<file path="src/common/pixel_link_rx_pkg.sv">
// shared constants and types for the pixel link receiver output side
`default_nettype none
package pixel_link_rx_pkg;
    // reference clock rate, in kHz
    localparam int CLK_KHZ = 20000;
    // downstream sideband per-pin rate ceilings, in kbit/s
    localparam int SB_FULL_KBPS = 13890;
    localparam int SB_HALF_KBPS = 6940;
    // least sideband clock period in cycles, rounded up so the rate stays below the ceiling
    localparam int SB_FULL_CYC = (CLK_KHZ + SB_FULL_KBPS - 1) / SB_FULL_KBPS;
    localparam int SB_HALF_CYC = (CLK_KHZ + SB_HALF_KBPS - 1) / SB_HALF_KBPS;
    // upstream line clock choices, in kHz
    localparam logic [16:0] UP_LINE0_KHZ = 17'h0F424;
    localparam logic [16:0] UP_LINE1_KHZ = 17'h0A28A;
    localparam logic [16:0] UP_LINE2_KHZ = 17'h07A12;
    localparam logic [16:0] UP_LINE3_KHZ = 17'h0515E;
    // sampling is one third of the line clock; one slot in sixteen is skipped
    localparam int UP_DIV = 3;
    localparam logic [16:0] UP_THRESH = 17'(UP_DIV * CLK_KHZ);
    localparam logic [3:0] UP_SKIP_SLOT = 4'hF;
    // pixel bus layout
    localparam int PIX_W = 24;
    localparam int CTRL_LINE_SYNC = 0;
    localparam int CTRL_FRAME_SYNC = 1;
    localparam int CTRL_VALID = 2;
    localparam int FIFO_DEPTH = 16;
    localparam int PX_HALF_CYC = 4;
    typedef enum logic [1:0] {W10 = 2'h0, W12 = 2'h1, W18 = 2'h2, W24 = 2'h3} width_type;
    typedef enum logic [1:0] {CM_NEVER = 2'h0, CM_EVEN = 2'h1, CM_EACH = 2'h2} ctrl_mode_type;
    typedef enum logic [3:0] {
        ST_WAIT = 4'h1, ST_G1 = 4'h2, ST_G2 = 4'h4, ST_G3 = 4'h8
    } phase_type;
    typedef struct packed {
        logic bw_half;
        width_type width;
        ctrl_mode_type ctrl_mode;
        logic launch_falling;
        logic [1:0] up_clk_sel;
        logic up_separate_pair;
    } cfg_type;
    localparam cfg_type CFG_RESET = '{1'b0, W24, CM_EACH, 1'b0, 2'h0, 1'b0};
    typedef struct packed {
        logic [2:0] ctrl;
        logic [PIX_W-1:0] data;
    } pixel_word_type;
    typedef struct packed {
        logic valid;
        logic [1:0] bits;
    } down_sb_type;
endpackage
`default_nettype wire

</file>
<file path="src/rtl/pixel_link_receiver_ports.sv">
// pixel bus, sideband pins and upstream sampler of the link receiver, with its pixel fifo
// What the document requires
// [RULE_01] downstream runs in full 1 GBit/s or half 500 MBit/s bandwidth mode
// [RULE_02] net video payload is 847 Mbit/s full, 423.6 Mbit/s half
// [RULE_03] pixels and sideband share the link; sideband uses reserved low-latency slots
// [RULE_04] upstream uses common-mode on shared pair or differential on second pair
// [RULE_05] upstream rate comes from configuration, independent of the signalling path
// [RULE_06] parallel pixel data up to 24 bits, synchronous to pixel clock, max 62 MHz
// [RULE_07] pixel width 10, 12, 18 or 24 bits, packed from bit zero
// [RULE_08] control bits: 0 line sync, 1 frame sync, 2 data valid
// [RULE_09] control sent never, on even pixels, or each pixel
// [RULE_10] pixel outputs in four groups, three switching at staggered offsets
// [RULE_11] launch edge of pixel data selectable rising or falling
// [RULE_12] width and control mode come from loaded configuration
// [RULE_13] downstream sideband on two pins, synchronous to its own clock output
// [RULE_14] sideband pin rate below 13.89 Mbit/s full, 6.94 Mbit/s half
// [RULE_15] both upstream inputs sampled together, sent as one 2-bit packet
// [RULE_16] upstream sampling runs at one third of the upstream line clock; at 62.5 MHz it is capped at one sample per cycle
// [RULE_17] every sixteenth sampling cycle is skipped for link framing
// [RULE_18] line clock 62.5, 41.61, 31.25 or 20.83 MHz selectable
// [RULE_19] active-high error output on pixel clock or link sync error
// [RULE_20] active-low reset returns all logic to its initial state
// [RULE_21] upstream inputs synchronised before capture
// [RULE_22] source holds each upstream value longer than the sampling jitter
`default_nettype none
module pixel_fifo #(
    parameter int WIDTH = 27,
    parameter int DEPTH = 16
) (
    input wire logic i_ref_clk,
    input wire logic i_rst_b,
    input wire logic [WIDTH-1:0] i_in_data,
    input wire logic i_in_valid,
    output logic o_in_ready,
    output logic [WIDTH-1:0] o_out_data,
    output logic o_out_valid,
    input wire logic i_out_ready
);
    localparam int AW = (DEPTH > 1) ? $clog2(DEPTH) : 1;
    typedef struct packed {
        logic [DEPTH-1:0][WIDTH-1:0] mem;
        logic [AW-1:0] wptr;
        logic [AW-1:0] rptr;
        logic [AW:0] count;
        logic ready;
    } fifo_state_type;
    fifo_state_type st, next_st;
    logic push, pop;

    initial begin
        if (DEPTH < 2 || (DEPTH & (DEPTH - 1)) != 0 || WIDTH < 1) begin
            $error("fifo depth must be a power of two of at least 2");
        end
    end

    // ready and empty both come from registered state
    assign push = i_in_valid && st.ready;
    assign pop = o_out_valid && i_out_ready;
    assign o_in_ready = st.ready;
    assign o_out_valid = (st.count != '0);
    assign o_out_data = st.mem[st.rptr];

    // pointer and count update
    always_comb begin
        next_st = st;
        if (push) begin
            next_st.mem[st.wptr] = i_in_data;
            next_st.wptr = st.wptr + AW'(1);
        end
        if (pop) begin
            next_st.rptr = st.rptr + AW'(1);
        end
        next_st.count = st.count + (AW + 1)'(push) - (AW + 1)'(pop);
        next_st.ready = (next_st.count != (AW + 1)'(DEPTH));
    end

    always_ff @(posedge i_ref_clk) begin
        if (!i_rst_b) begin
            st <= '0;
            st.ready <= 1'b1;
        end else begin
            st <= next_st;
        end
    end
endmodule

module pixel_link_receiver_ports
    import pixel_link_rx_pkg::*;
#(
    parameter int PX_HALF = PX_HALF_CYC,
    parameter int DEPTH = FIFO_DEPTH
) (
    input wire logic i_ref_clk,
    input wire logic i_rst_b,
    input wire cfg_type i_cfg,
    input wire pixel_word_type i_pixel_word,
    input wire logic i_pixel_valid,
    output logic o_pixel_ready,
    input wire down_sb_type i_down_sb,
    input wire logic [1:0] i_up_sideband_in,
    input wire logic i_pixel_clock_error,
    input wire logic i_link_sync_error,
    output logic [PIX_W-1:0] o_pixel_data_out,
    output logic [2:0] o_pixel_control_out,
    output logic o_pixel_clock_out,
    output logic [1:0] o_down_sideband_out,
    output logic o_down_sideband_clock,
    output logic [1:0] o_upstream_serial_out,
    output logic o_upstream_packet_valid,
    output logic o_up_common_mode,
    output logic o_link_half_rate,
    output logic o_rx_error
);
    localparam int PXW = $clog2(PX_HALF + 1);
    localparam int SBW = $clog2(SB_HALF_CYC + 1);

    // four stagger phases must fit inside one half period of the pixel clock
    initial begin
        if (PX_HALF < 4 || DEPTH < 2) begin
            $error("pixel half period below 4 cycles or fifo too shallow");
        end
    end

    typedef struct packed {
        cfg_type act;
        logic [PXW-1:0] px_cnt;
        logic pclk;
        logic odd;
        pixel_word_type word;
        phase_type phase;
        logic [PIX_W-1:0] data;
        logic [2:0] ctrl;
        logic [SBW-1:0] sb_cnt;
        logic sb_clk;
        logic [1:0] sb_out;
        down_sb_type sb_pend;
        logic [1:0] up_meta;
        logic [1:0] up_sync;
        logic [16:0] up_acc;
        logic [3:0] up_frame;
        logic [1:0] up_pkt;
        logic up_valid;
        logic err;
    } state_type;

    state_type st, next_st;
    logic launch, up_tick, pclk_flip, sb_start;
    logic [16:0] up_sum;
    pixel_word_type fifo_word;
    logic fifo_valid;

    function automatic logic [PIX_W-1:0] width_mask(input width_type w);
        case (w)
            W10: width_mask = 24'h0003FF;
            W12: width_mask = 24'h000FFF;
            W18: width_mask = 24'h03FFFF;
            default: width_mask = 24'hFFFFFF;
        endcase
    endfunction

    // [RULE_18] line clock choice
    function automatic logic [16:0] line_khz(input logic [1:0] sel);
        case (sel)
            2'h0: line_khz = UP_LINE0_KHZ;
            2'h1: line_khz = UP_LINE1_KHZ;
            2'h2: line_khz = UP_LINE2_KHZ;
            default: line_khz = UP_LINE3_KHZ;
        endcase
    endfunction

    ////////////////////////////////////////////////////////////////////////////////
    // pixel word buffer; drained only at pixel rate, so a burst from the link fills it
    pixel_fifo #(
        .WIDTH($bits(pixel_word_type)),
        .DEPTH(DEPTH)
    ) u_fifo (
        .i_ref_clk(i_ref_clk),
        .i_rst_b(i_rst_b),
        .i_in_data(i_pixel_word),
        .i_in_valid(i_pixel_valid),
        .o_in_ready(o_pixel_ready),
        .o_out_data(fifo_word),
        .o_out_valid(fifo_valid),
        .i_out_ready(launch)
    );

    // enables derived from registered counters
    assign pclk_flip = (st.px_cnt == PXW'(PX_HALF - 1));
    // [RULE_11] launch edge select
    assign launch = pclk_flip && (st.pclk == st.act.launch_falling);
    assign sb_start = (st.sb_cnt == '0);
    // [RULE_16] line tick accumulator, one third
    assign up_sum = st.up_acc + line_khz(st.act.up_clk_sel);
    assign up_tick = (up_sum >= UP_THRESH);

    ////////////////////////////////////////////////////////////////////////////////
    // next state
    always_comb begin
        next_st = st;
        // pixel clock divider, the only pixel-side timebase
        next_st.px_cnt = pclk_flip ? '0 : st.px_cnt + PXW'(1);
        if (pclk_flip) begin
            next_st.pclk = !st.pclk;
        end
        // [RULE_12] settings reloaded at each pixel launch
        if (launch) begin
            next_st.act = i_cfg;
            next_st.odd = !st.odd;
            // [RULE_07] width mask from bit zero
            next_st.word.data = fifo_word.data & width_mask(i_cfg.width);
            next_st.word.ctrl = fifo_word.ctrl;
            // an empty buffer gives an idle pixel, not stale valid
            if (!fifo_valid) begin
                next_st.word.ctrl[CTRL_VALID] = 1'b0;
            end
            // [RULE_10] group zero on the launch edge
            next_st.data[7:0] = next_st.word.data[7:0];
            next_st.phase = ST_G1;
        end else begin
            // [RULE_10] staggered groups one to three
            case (st.phase)
                ST_G1: begin
                    next_st.data[15:8] = st.word.data[15:8];
                    next_st.phase = ST_G2;
                end
                ST_G2: begin
                    next_st.data[23:16] = st.word.data[23:16];
                    next_st.phase = ST_G3;
                end
                ST_G3: begin
                    // [RULE_09] control transmit mode
                    case (st.act.ctrl_mode)
                        CM_NEVER: next_st.ctrl = 3'h0;
                        CM_EVEN: next_st.ctrl = st.odd ? st.word.ctrl : st.ctrl;
                        default: next_st.ctrl = st.word.ctrl;
                    endcase
                    next_st.phase = ST_WAIT;
                end
                default: next_st.phase = ST_WAIT;
            endcase
        end
        // [RULE_14] sideband period sized from bandwidth mode
        if (sb_start) begin
            next_st.sb_cnt = st.act.bw_half ? SBW'(SB_HALF_CYC - 1) : SBW'(SB_FULL_CYC - 1);
        end else begin
            next_st.sb_cnt = st.sb_cnt - SBW'(1);
        end
        // [RULE_13] data changes with the rising sideband clock
        next_st.sb_clk = sb_start;
        // [RULE_03] slot bits held until the next sideband period
        if (sb_start && st.sb_pend.valid) begin
            next_st.sb_out = st.sb_pend.bits;
            next_st.sb_pend.valid = 1'b0;
        end
        // new slot wins over the clear
        if (i_down_sb.valid) begin
            next_st.sb_pend = i_down_sb;
        end
        // [RULE_21] two-flop synchroniser
        next_st.up_meta = i_up_sideband_in;
        next_st.up_sync = st.up_meta;
        next_st.up_valid = 1'b0;
        if (up_tick) begin
            // a sum past two thresholds clears the accumulator: top rate caps at one sample per cycle
            next_st.up_acc = up_sum - UP_THRESH;
            if (next_st.up_acc >= UP_THRESH) begin
                next_st.up_acc = '0;
            end
            next_st.up_frame = st.up_frame + 4'h1;
            // [RULE_17] framing slot skipped
            if (st.up_frame != UP_SKIP_SLOT) begin
                // [RULE_15] both bits in one packet
                next_st.up_pkt = st.up_sync;
                next_st.up_valid = 1'b1;
            end
        end else begin
            next_st.up_acc = up_sum;
        end
        // [RULE_19] error flag
        next_st.err = i_pixel_clock_error || i_link_sync_error;
    end

    // [RULE_20] reset to initial state
    always_ff @(posedge i_ref_clk) begin
        if (!i_rst_b) begin
            st <= '0;
            st.act <= CFG_RESET;
            st.phase <= ST_WAIT;
        end else begin
            st <= next_st;
        end
    end

    // [RULE_08] control bit order kept from word
    assign o_pixel_data_out = st.data;
    assign o_pixel_control_out = st.ctrl;
    assign o_pixel_clock_out = st.pclk;
    assign o_down_sideband_out = st.sb_out;
    assign o_down_sideband_clock = st.sb_clk;
    assign o_upstream_serial_out = st.up_pkt;
    assign o_upstream_packet_valid = st.up_valid;
    // [RULE_04] path flag; [RULE_05] rate ignores it
    assign o_up_common_mode = !st.act.up_separate_pair;
    // [RULE_01] bandwidth mode exported to link
    // [RULE_02] payload rate follows this mode; the link side budgets it
    assign o_link_half_rate = st.act.bw_half;
    assign o_rx_error = st.err;
endmodule
`default_nettype wire

</file>
<file path="config.mk">
export PLATFORM = sky130hd
export DESIGN_NAME = pixel_link_receiver_ports
export DESIGN_NICKNAME = d
export VERILOG_FILES = /design/src/common/pixel_link_rx_pkg.sv /design/src/rtl/pixel_link_receiver_ports.sv
export SDC_FILE = /design/constraint.sdc
export NUM_CORES = 1
export LEC_CHECK = 0
export BUFFER_PORTS_ARGS = -buffer_cell sky130_fd_sc_hd__buf_2
export CORE_MARGIN = 2
export CORE_UTILIZATION = 42
export DETAILED_ROUTE_END_ITERATION = 7
export PLACE_DENSITY = 0.6
export SYNTH_ARGS = -nofsm -noshare
export SYNTH_HDL_FRONTEND = slang
export SYNTH_HIERARCHICAL = 1
export SYNTH_SLANG_ARGS = --single-unit
export TNS_END_PERCENT = 20
</file>
<file path="constraint.sdc">
create_clock -name i_ref_clk -period 5.25 [get_ports i_ref_clk]
set_input_delay 0 -clock i_ref_clk [delete_from_list [all_inputs] [get_ports i_ref_clk]]
set_output_delay 0 -clock i_ref_clk [all_outputs]
set_load 0.01 [all_outputs]
</file>
* After elaboration in Yosys (flattened, before gate mapping)
Index checks and enable logic that the tools add are counted.
Operators by class: order comparisons 5, reductions and logical operators 22, eq/ne operators 13, multiplexer cells 20, $add $sub $neg 9, bitwise logic cells 3
Operators with widths (count):
- bitwise mux 432 bit | 1
- binary-select mux 27 bit (select 4 bit) | 1
- demux 27 bit (select 4 bit) | 1
- case mux 24 bit (3 select lines) | 1
- 2-to-1 mux 27 bit | 2
- case mux 16 bit (3 select lines) | 1
- >= comparator 17 x 16 -> 1 bit (second input constant) | 2
- 2-to-1 mux 17 bit | 2
- bitwise AND 24 bit | 1
- 2-to-1 mux 24 bit | 1
- adder 17 bit | 1
- subtractor 17 x 16 -> 17 bit (second input constant) | 1
- adder 4 x 1 -> 4 bit (second input constant) | 3
- < comparator 4 x 5 -> 1 bit (second input constant) | 2
- logical NOT 2 bit | 4
- case mux 4 bit (2 select lines) | 1
- AND reduction 2 bit | 4
- == test 2 x 1 -> 1 bit (second input constant) | 3
- 2-to-1 mux 2 bit | 3
- 2-to-1 mux 3 bit | 2
- case mux 3 bit (2 select lines) | 1
- adder 5 x 1 -> 5 bit | 1
- logical AND 1 bit | 5
- inequality test 5 bit (second input constant) | 1
- 20 further kinds | 27
Storage, ports and cells: bits in registers 553, output and inout port bits 38, input port bits 46

* Longest topological paths before layout
depth after elaboration 7, gate-level depth with buffers 17, mapped depth without buffers 16

* By module
Netlist, hierarchy kept.
By module, submodules not included:
- pixel_fifo | area an instance 20566.0 µm², times used 1, sequential area each 8928.6 µm², cells an instance 2373
- pixel_link_receiver_ports | area an instance 5316.3 µm², times used 1, sequential area each 1961.9 µm², cells an instance 619

* Worst setup path after synthesis
Ideal clock, no wire load.
path kind register to register, start point register st[101] (netlist name), end point register st[11] (netlist name), required time 5114 ps, path slack 1011 ps, stages on the path, launching flop included 15, arrival time 4102 ps, setup time 136 ps, cells stage by stage dfxtp_1 > ha_1 > clkbuf_1 > or2_2 > ha_1 > and3_1 > o211a_1 > or4_4 > a211oi_4 > a211o_4 > nand2_4 > or4b_4 > a211oi_2 > buf_6 > nor3b_2

==> summary.md <==
| Metric | Value |
|---|---|
| Clk_skew | `0.0251 ns` |
| Drt drc | `0` |
| Die Area | `63600 µm²` |
| Most frequent cells after synthesis | `976 x nand2_1, 544 x dfxtp_1, 393 x a21boi_0` |
| Min-Delay Path Class | `input pin to flop` |
| Worst slew margin | `0.185` |
| CP delay by family, top | `simple AND/OR/NAND/NOR gates` |
| Worst slack, placed | `0.571 ns` |
| NumNets Final | `3022` |
| RR Startpoint | `st[101]` |
| Largest net degree at the start of global routing | `138` |
| Total GRT Usage | `0.243` |
| Post-layout util | `0.469` |
| Yosys top cell area share | `0.421` |
| 1st-iter DRT viols | `1712` |
| Drt first pass iters | `5` |
| VDD IR max | `0.273 mV` |
| Number of vias in the routed layout | `21100` |
| Num CTS Buffers | `58` |
| Drt wl/cell | `20.8 µm` |
| First-pass GRT wire length | `120000 µm` |
| Worst R2R Setup Slack | `0.54 ns` |
| Post-DP HPWL | `46200 µm` |
| Syn nets | `3074` |
| Via density | `5.59` |
| PortBufs | `83` |
| Vias in the first global route | `20500` |
| DIE WIDTH | `252 µm` |
| Total power | `11.1 mW` |
| R2r endpoint | `st[9]` |
| CTS clock-pin slew for the worst setup and hold paths | `0.06 ns` |
| Final count of negative-setup-slack endpoints | `0` |
| Pwr per Cell Area | `385 nW/µm²` |
| Max H-tree Level | `2` |
| Starting Density | `0.422` |
| Period utilisation layout | `0.897` |
| Initial antenna violation count | `4` |
| Leak Pwr | `9.52 nW` |
| Die Height | `252 µm` |
| Final worst path period need | `4.71 ns` |
| Post-synth ARST share | `0` |
| Yosys reg bits | `544` |
| Post-CTS Resized | `0` |
| Buffers and inverters on the worst path | `2` |
| Hold path depth | `4` |
| Unique cell type count in the Yosys netlist | `87` |
| CTS Buffer Depth | `3` |
| Max Cap Viol | `0` |
| Fin. max-slew vios | `0` |
| CTS tree | `yes` |
| Worst Reg-to-Reg Cells | `14` |
| Setup CP Type | `flop to flop` |
| Clk_lat worst skew | `0.63 ns` |
| Share of layout cells above drive strength 1 | `0.115` |
| Crit path capture type | `flop` |
| Sequential share of the synthesized area | `0.421` |
| Top FF cell, synth | `dfxtp_1` |
| RSZ-0062 raised after global routing | `false` |
| Core area | `61400 µm²` |
| CP max stage cell | `or4_4` |
| Hold Path Origin | `i_link_sync_error` |
| Tightest Pin Transition | `1.22 ns` |
| Syn Inst Count | `2992` |
| Worst-path fanout max | `11` |
| Number of antenna diodes | `0` |
| WL final | `78700 µm` |
| Worst path required time | `5.76 ns` |
| Area contributors post-synth | `dfxtp_1 42%, nand2_1 14%, a21boi_0 11%` |
| Post-synth top area cell | `dfxtp_1` |
| Grt ovf | `0` |
| Ports | `84` |
| Post-route ant nets | `0` |
| Crit path cell chain | `inv_1, ha_1, or2_2, ha_1, and3_1, o211a_1, or4_4, a211oi_4, a211o_4, nand2_4, or4b_4, a211oi_2, buf_4, nor3b_1` |
| Setup bufs post-CTS | `0` |
| Hold Violations, Final | `0` |
| Area delta synth->final | `11.2%` |
| TNS Setup | `0 ns` |
| Sink Count | `544` |
| Row Count | `91` |
| Worst Setup Start Kind | `flop` |
| Root Buffer | `clkbuf_16` |
| Hold Path Sink | `o_rx_error` |
| Critical Path Most Common Cell | `ha_1` |
| Synth warn | `6` |
| Setup ws final | `0.541 ns` |
| CTS Hold Bufs | `51` |
| Max Fclk | `0.212 GHz` |
| Worst path arrival time | `5.21 ns` |
| Outcome | `complete, no violations` |
| Mapped cell area | `25900 µm²` |
| Syn Area/Cell | `8.65 µm²` |
| GP Congestion | `0.815` |
| Fill cells | `5736` |
| Slowest stage delay, CP | `0.55 ns` |
| Most frequent cell after synthesis | `nand2_1` |
| Post-synth EDFFs | `0` |
==> layout by cell type (no fill, tap or decap), types with 37 or more instances in the layout <==
master	synthesis	final
mux2i_1	133	133
o21ai_0	45	45
a221oi_1	55	55
dlygate4sd3_1	0	51
nand2_1	976	976
buf_2	82	82
buf_4	47	37
a21boi_1	42	42
nor2_1	48	48
clkbuf_16	0	59
dfxtp_1	544	542
a21boi_0	393	393
mux4_2	54	54
a21oi_1	60	60
==> power breakdown <==
part           total, mW  leakage (nW)  switching, mW  internal [mW]
Combinational       2.24          4.10           1.38          0.865
Clock               4.42          1.03           1.77           2.65
Sequential          4.43          4.40          0.133           4.30
==> worst min-delay path: stages <==
cell	delay, ns
buf_2	0.08
nor2_1	0.03
dlygate4sd3_1	0.54
nor2_1	0.08
==> per-layer routing <==
| layer | global-route usage | vias to the layer above | part of all wire |
|---|---|---|---|
| met4 | 0.0762 | 2 | 0.028 |
| met5 | 0 | - | 0.00015 |
| li1 | - | 10000 | - |
| met3 | 0.0404 | 153 | 0.061 |
| met1 | 0.314 | 10200 | 0.44 |
| met2 | 0.415 | 688 | 0.47 |
==> layout make-up <==
type                       count  area [µm²]  area share
multi-input combinational   2133       13400       0.467
sequential                   544       10900       0.379
clock buffer                  89        1790      0.0621
timing repair buffer         173        1250      0.0435
tap                          790         988      0.0343
clock inverter                20         312      0.0108
inverter                      30         113     0.00391
==> logic make-up (layout without fill, tap and decap cells) <==
kind of cell | count (synthesis) | in the layout | synth area share
fa+ha+maj | 36 | 36 | 0.0180
other cells | 1 | 1 | 0.000145
simple gates | 1184 | 1184 | 0.192
mux | 187 | 187 | 0.0984
xor+xnor | 33 | 33 | 0.0117
buf+inv | 315 | 312 | 0.0606
compound gates | 692 | 692 | 0.198
flops | 544 | 544 | 0.421
==> through the flow <==
step / cells / hold WS, ns / area [µm²]
global route: 3779 / 0.159 / 28800
CTS: 3779 / 0.116 / 28800
detailed placement: 3619 / 0.211 / 26200
finish: 3779 / 0.148 / 28800
global placement: 3619 / 0.209 / 26200
floorplan: 2992 / 0.116 / 25900
==> flip-flops by register name, indices dropped and copies added, names as in the netlist <==
signal                   cells
next_st                      2
o_down_sideband_clock        1
o_down_sideband_out          2
o_link_half_rate             1
o_pixel_clock_out            1
o_pixel_control_out          3
o_pixel_data_out            16
o_rx_error                   1
o_upstream_packet_valid      1
o_upstream_serial_out        2
st                          68
u_fifo/o_in_ready            1
u_fifo/st                  445
==> how the worst max path moves through the flow <==
stage	start	endpoint	depth (start not counted)
2_1_floorplan	st[101]	st[11]	14
3_3_place_gp	st[101]	st[13]	14
3_5_place_dp	st[101]	st[9]	14
4_1_cts	st[101]	st[9]	14
5_1_grt	st[102]	st[14]	14
6_report	st[101]	st[9]	14
No activity file was read; power rests on OpenSTA's default activity.
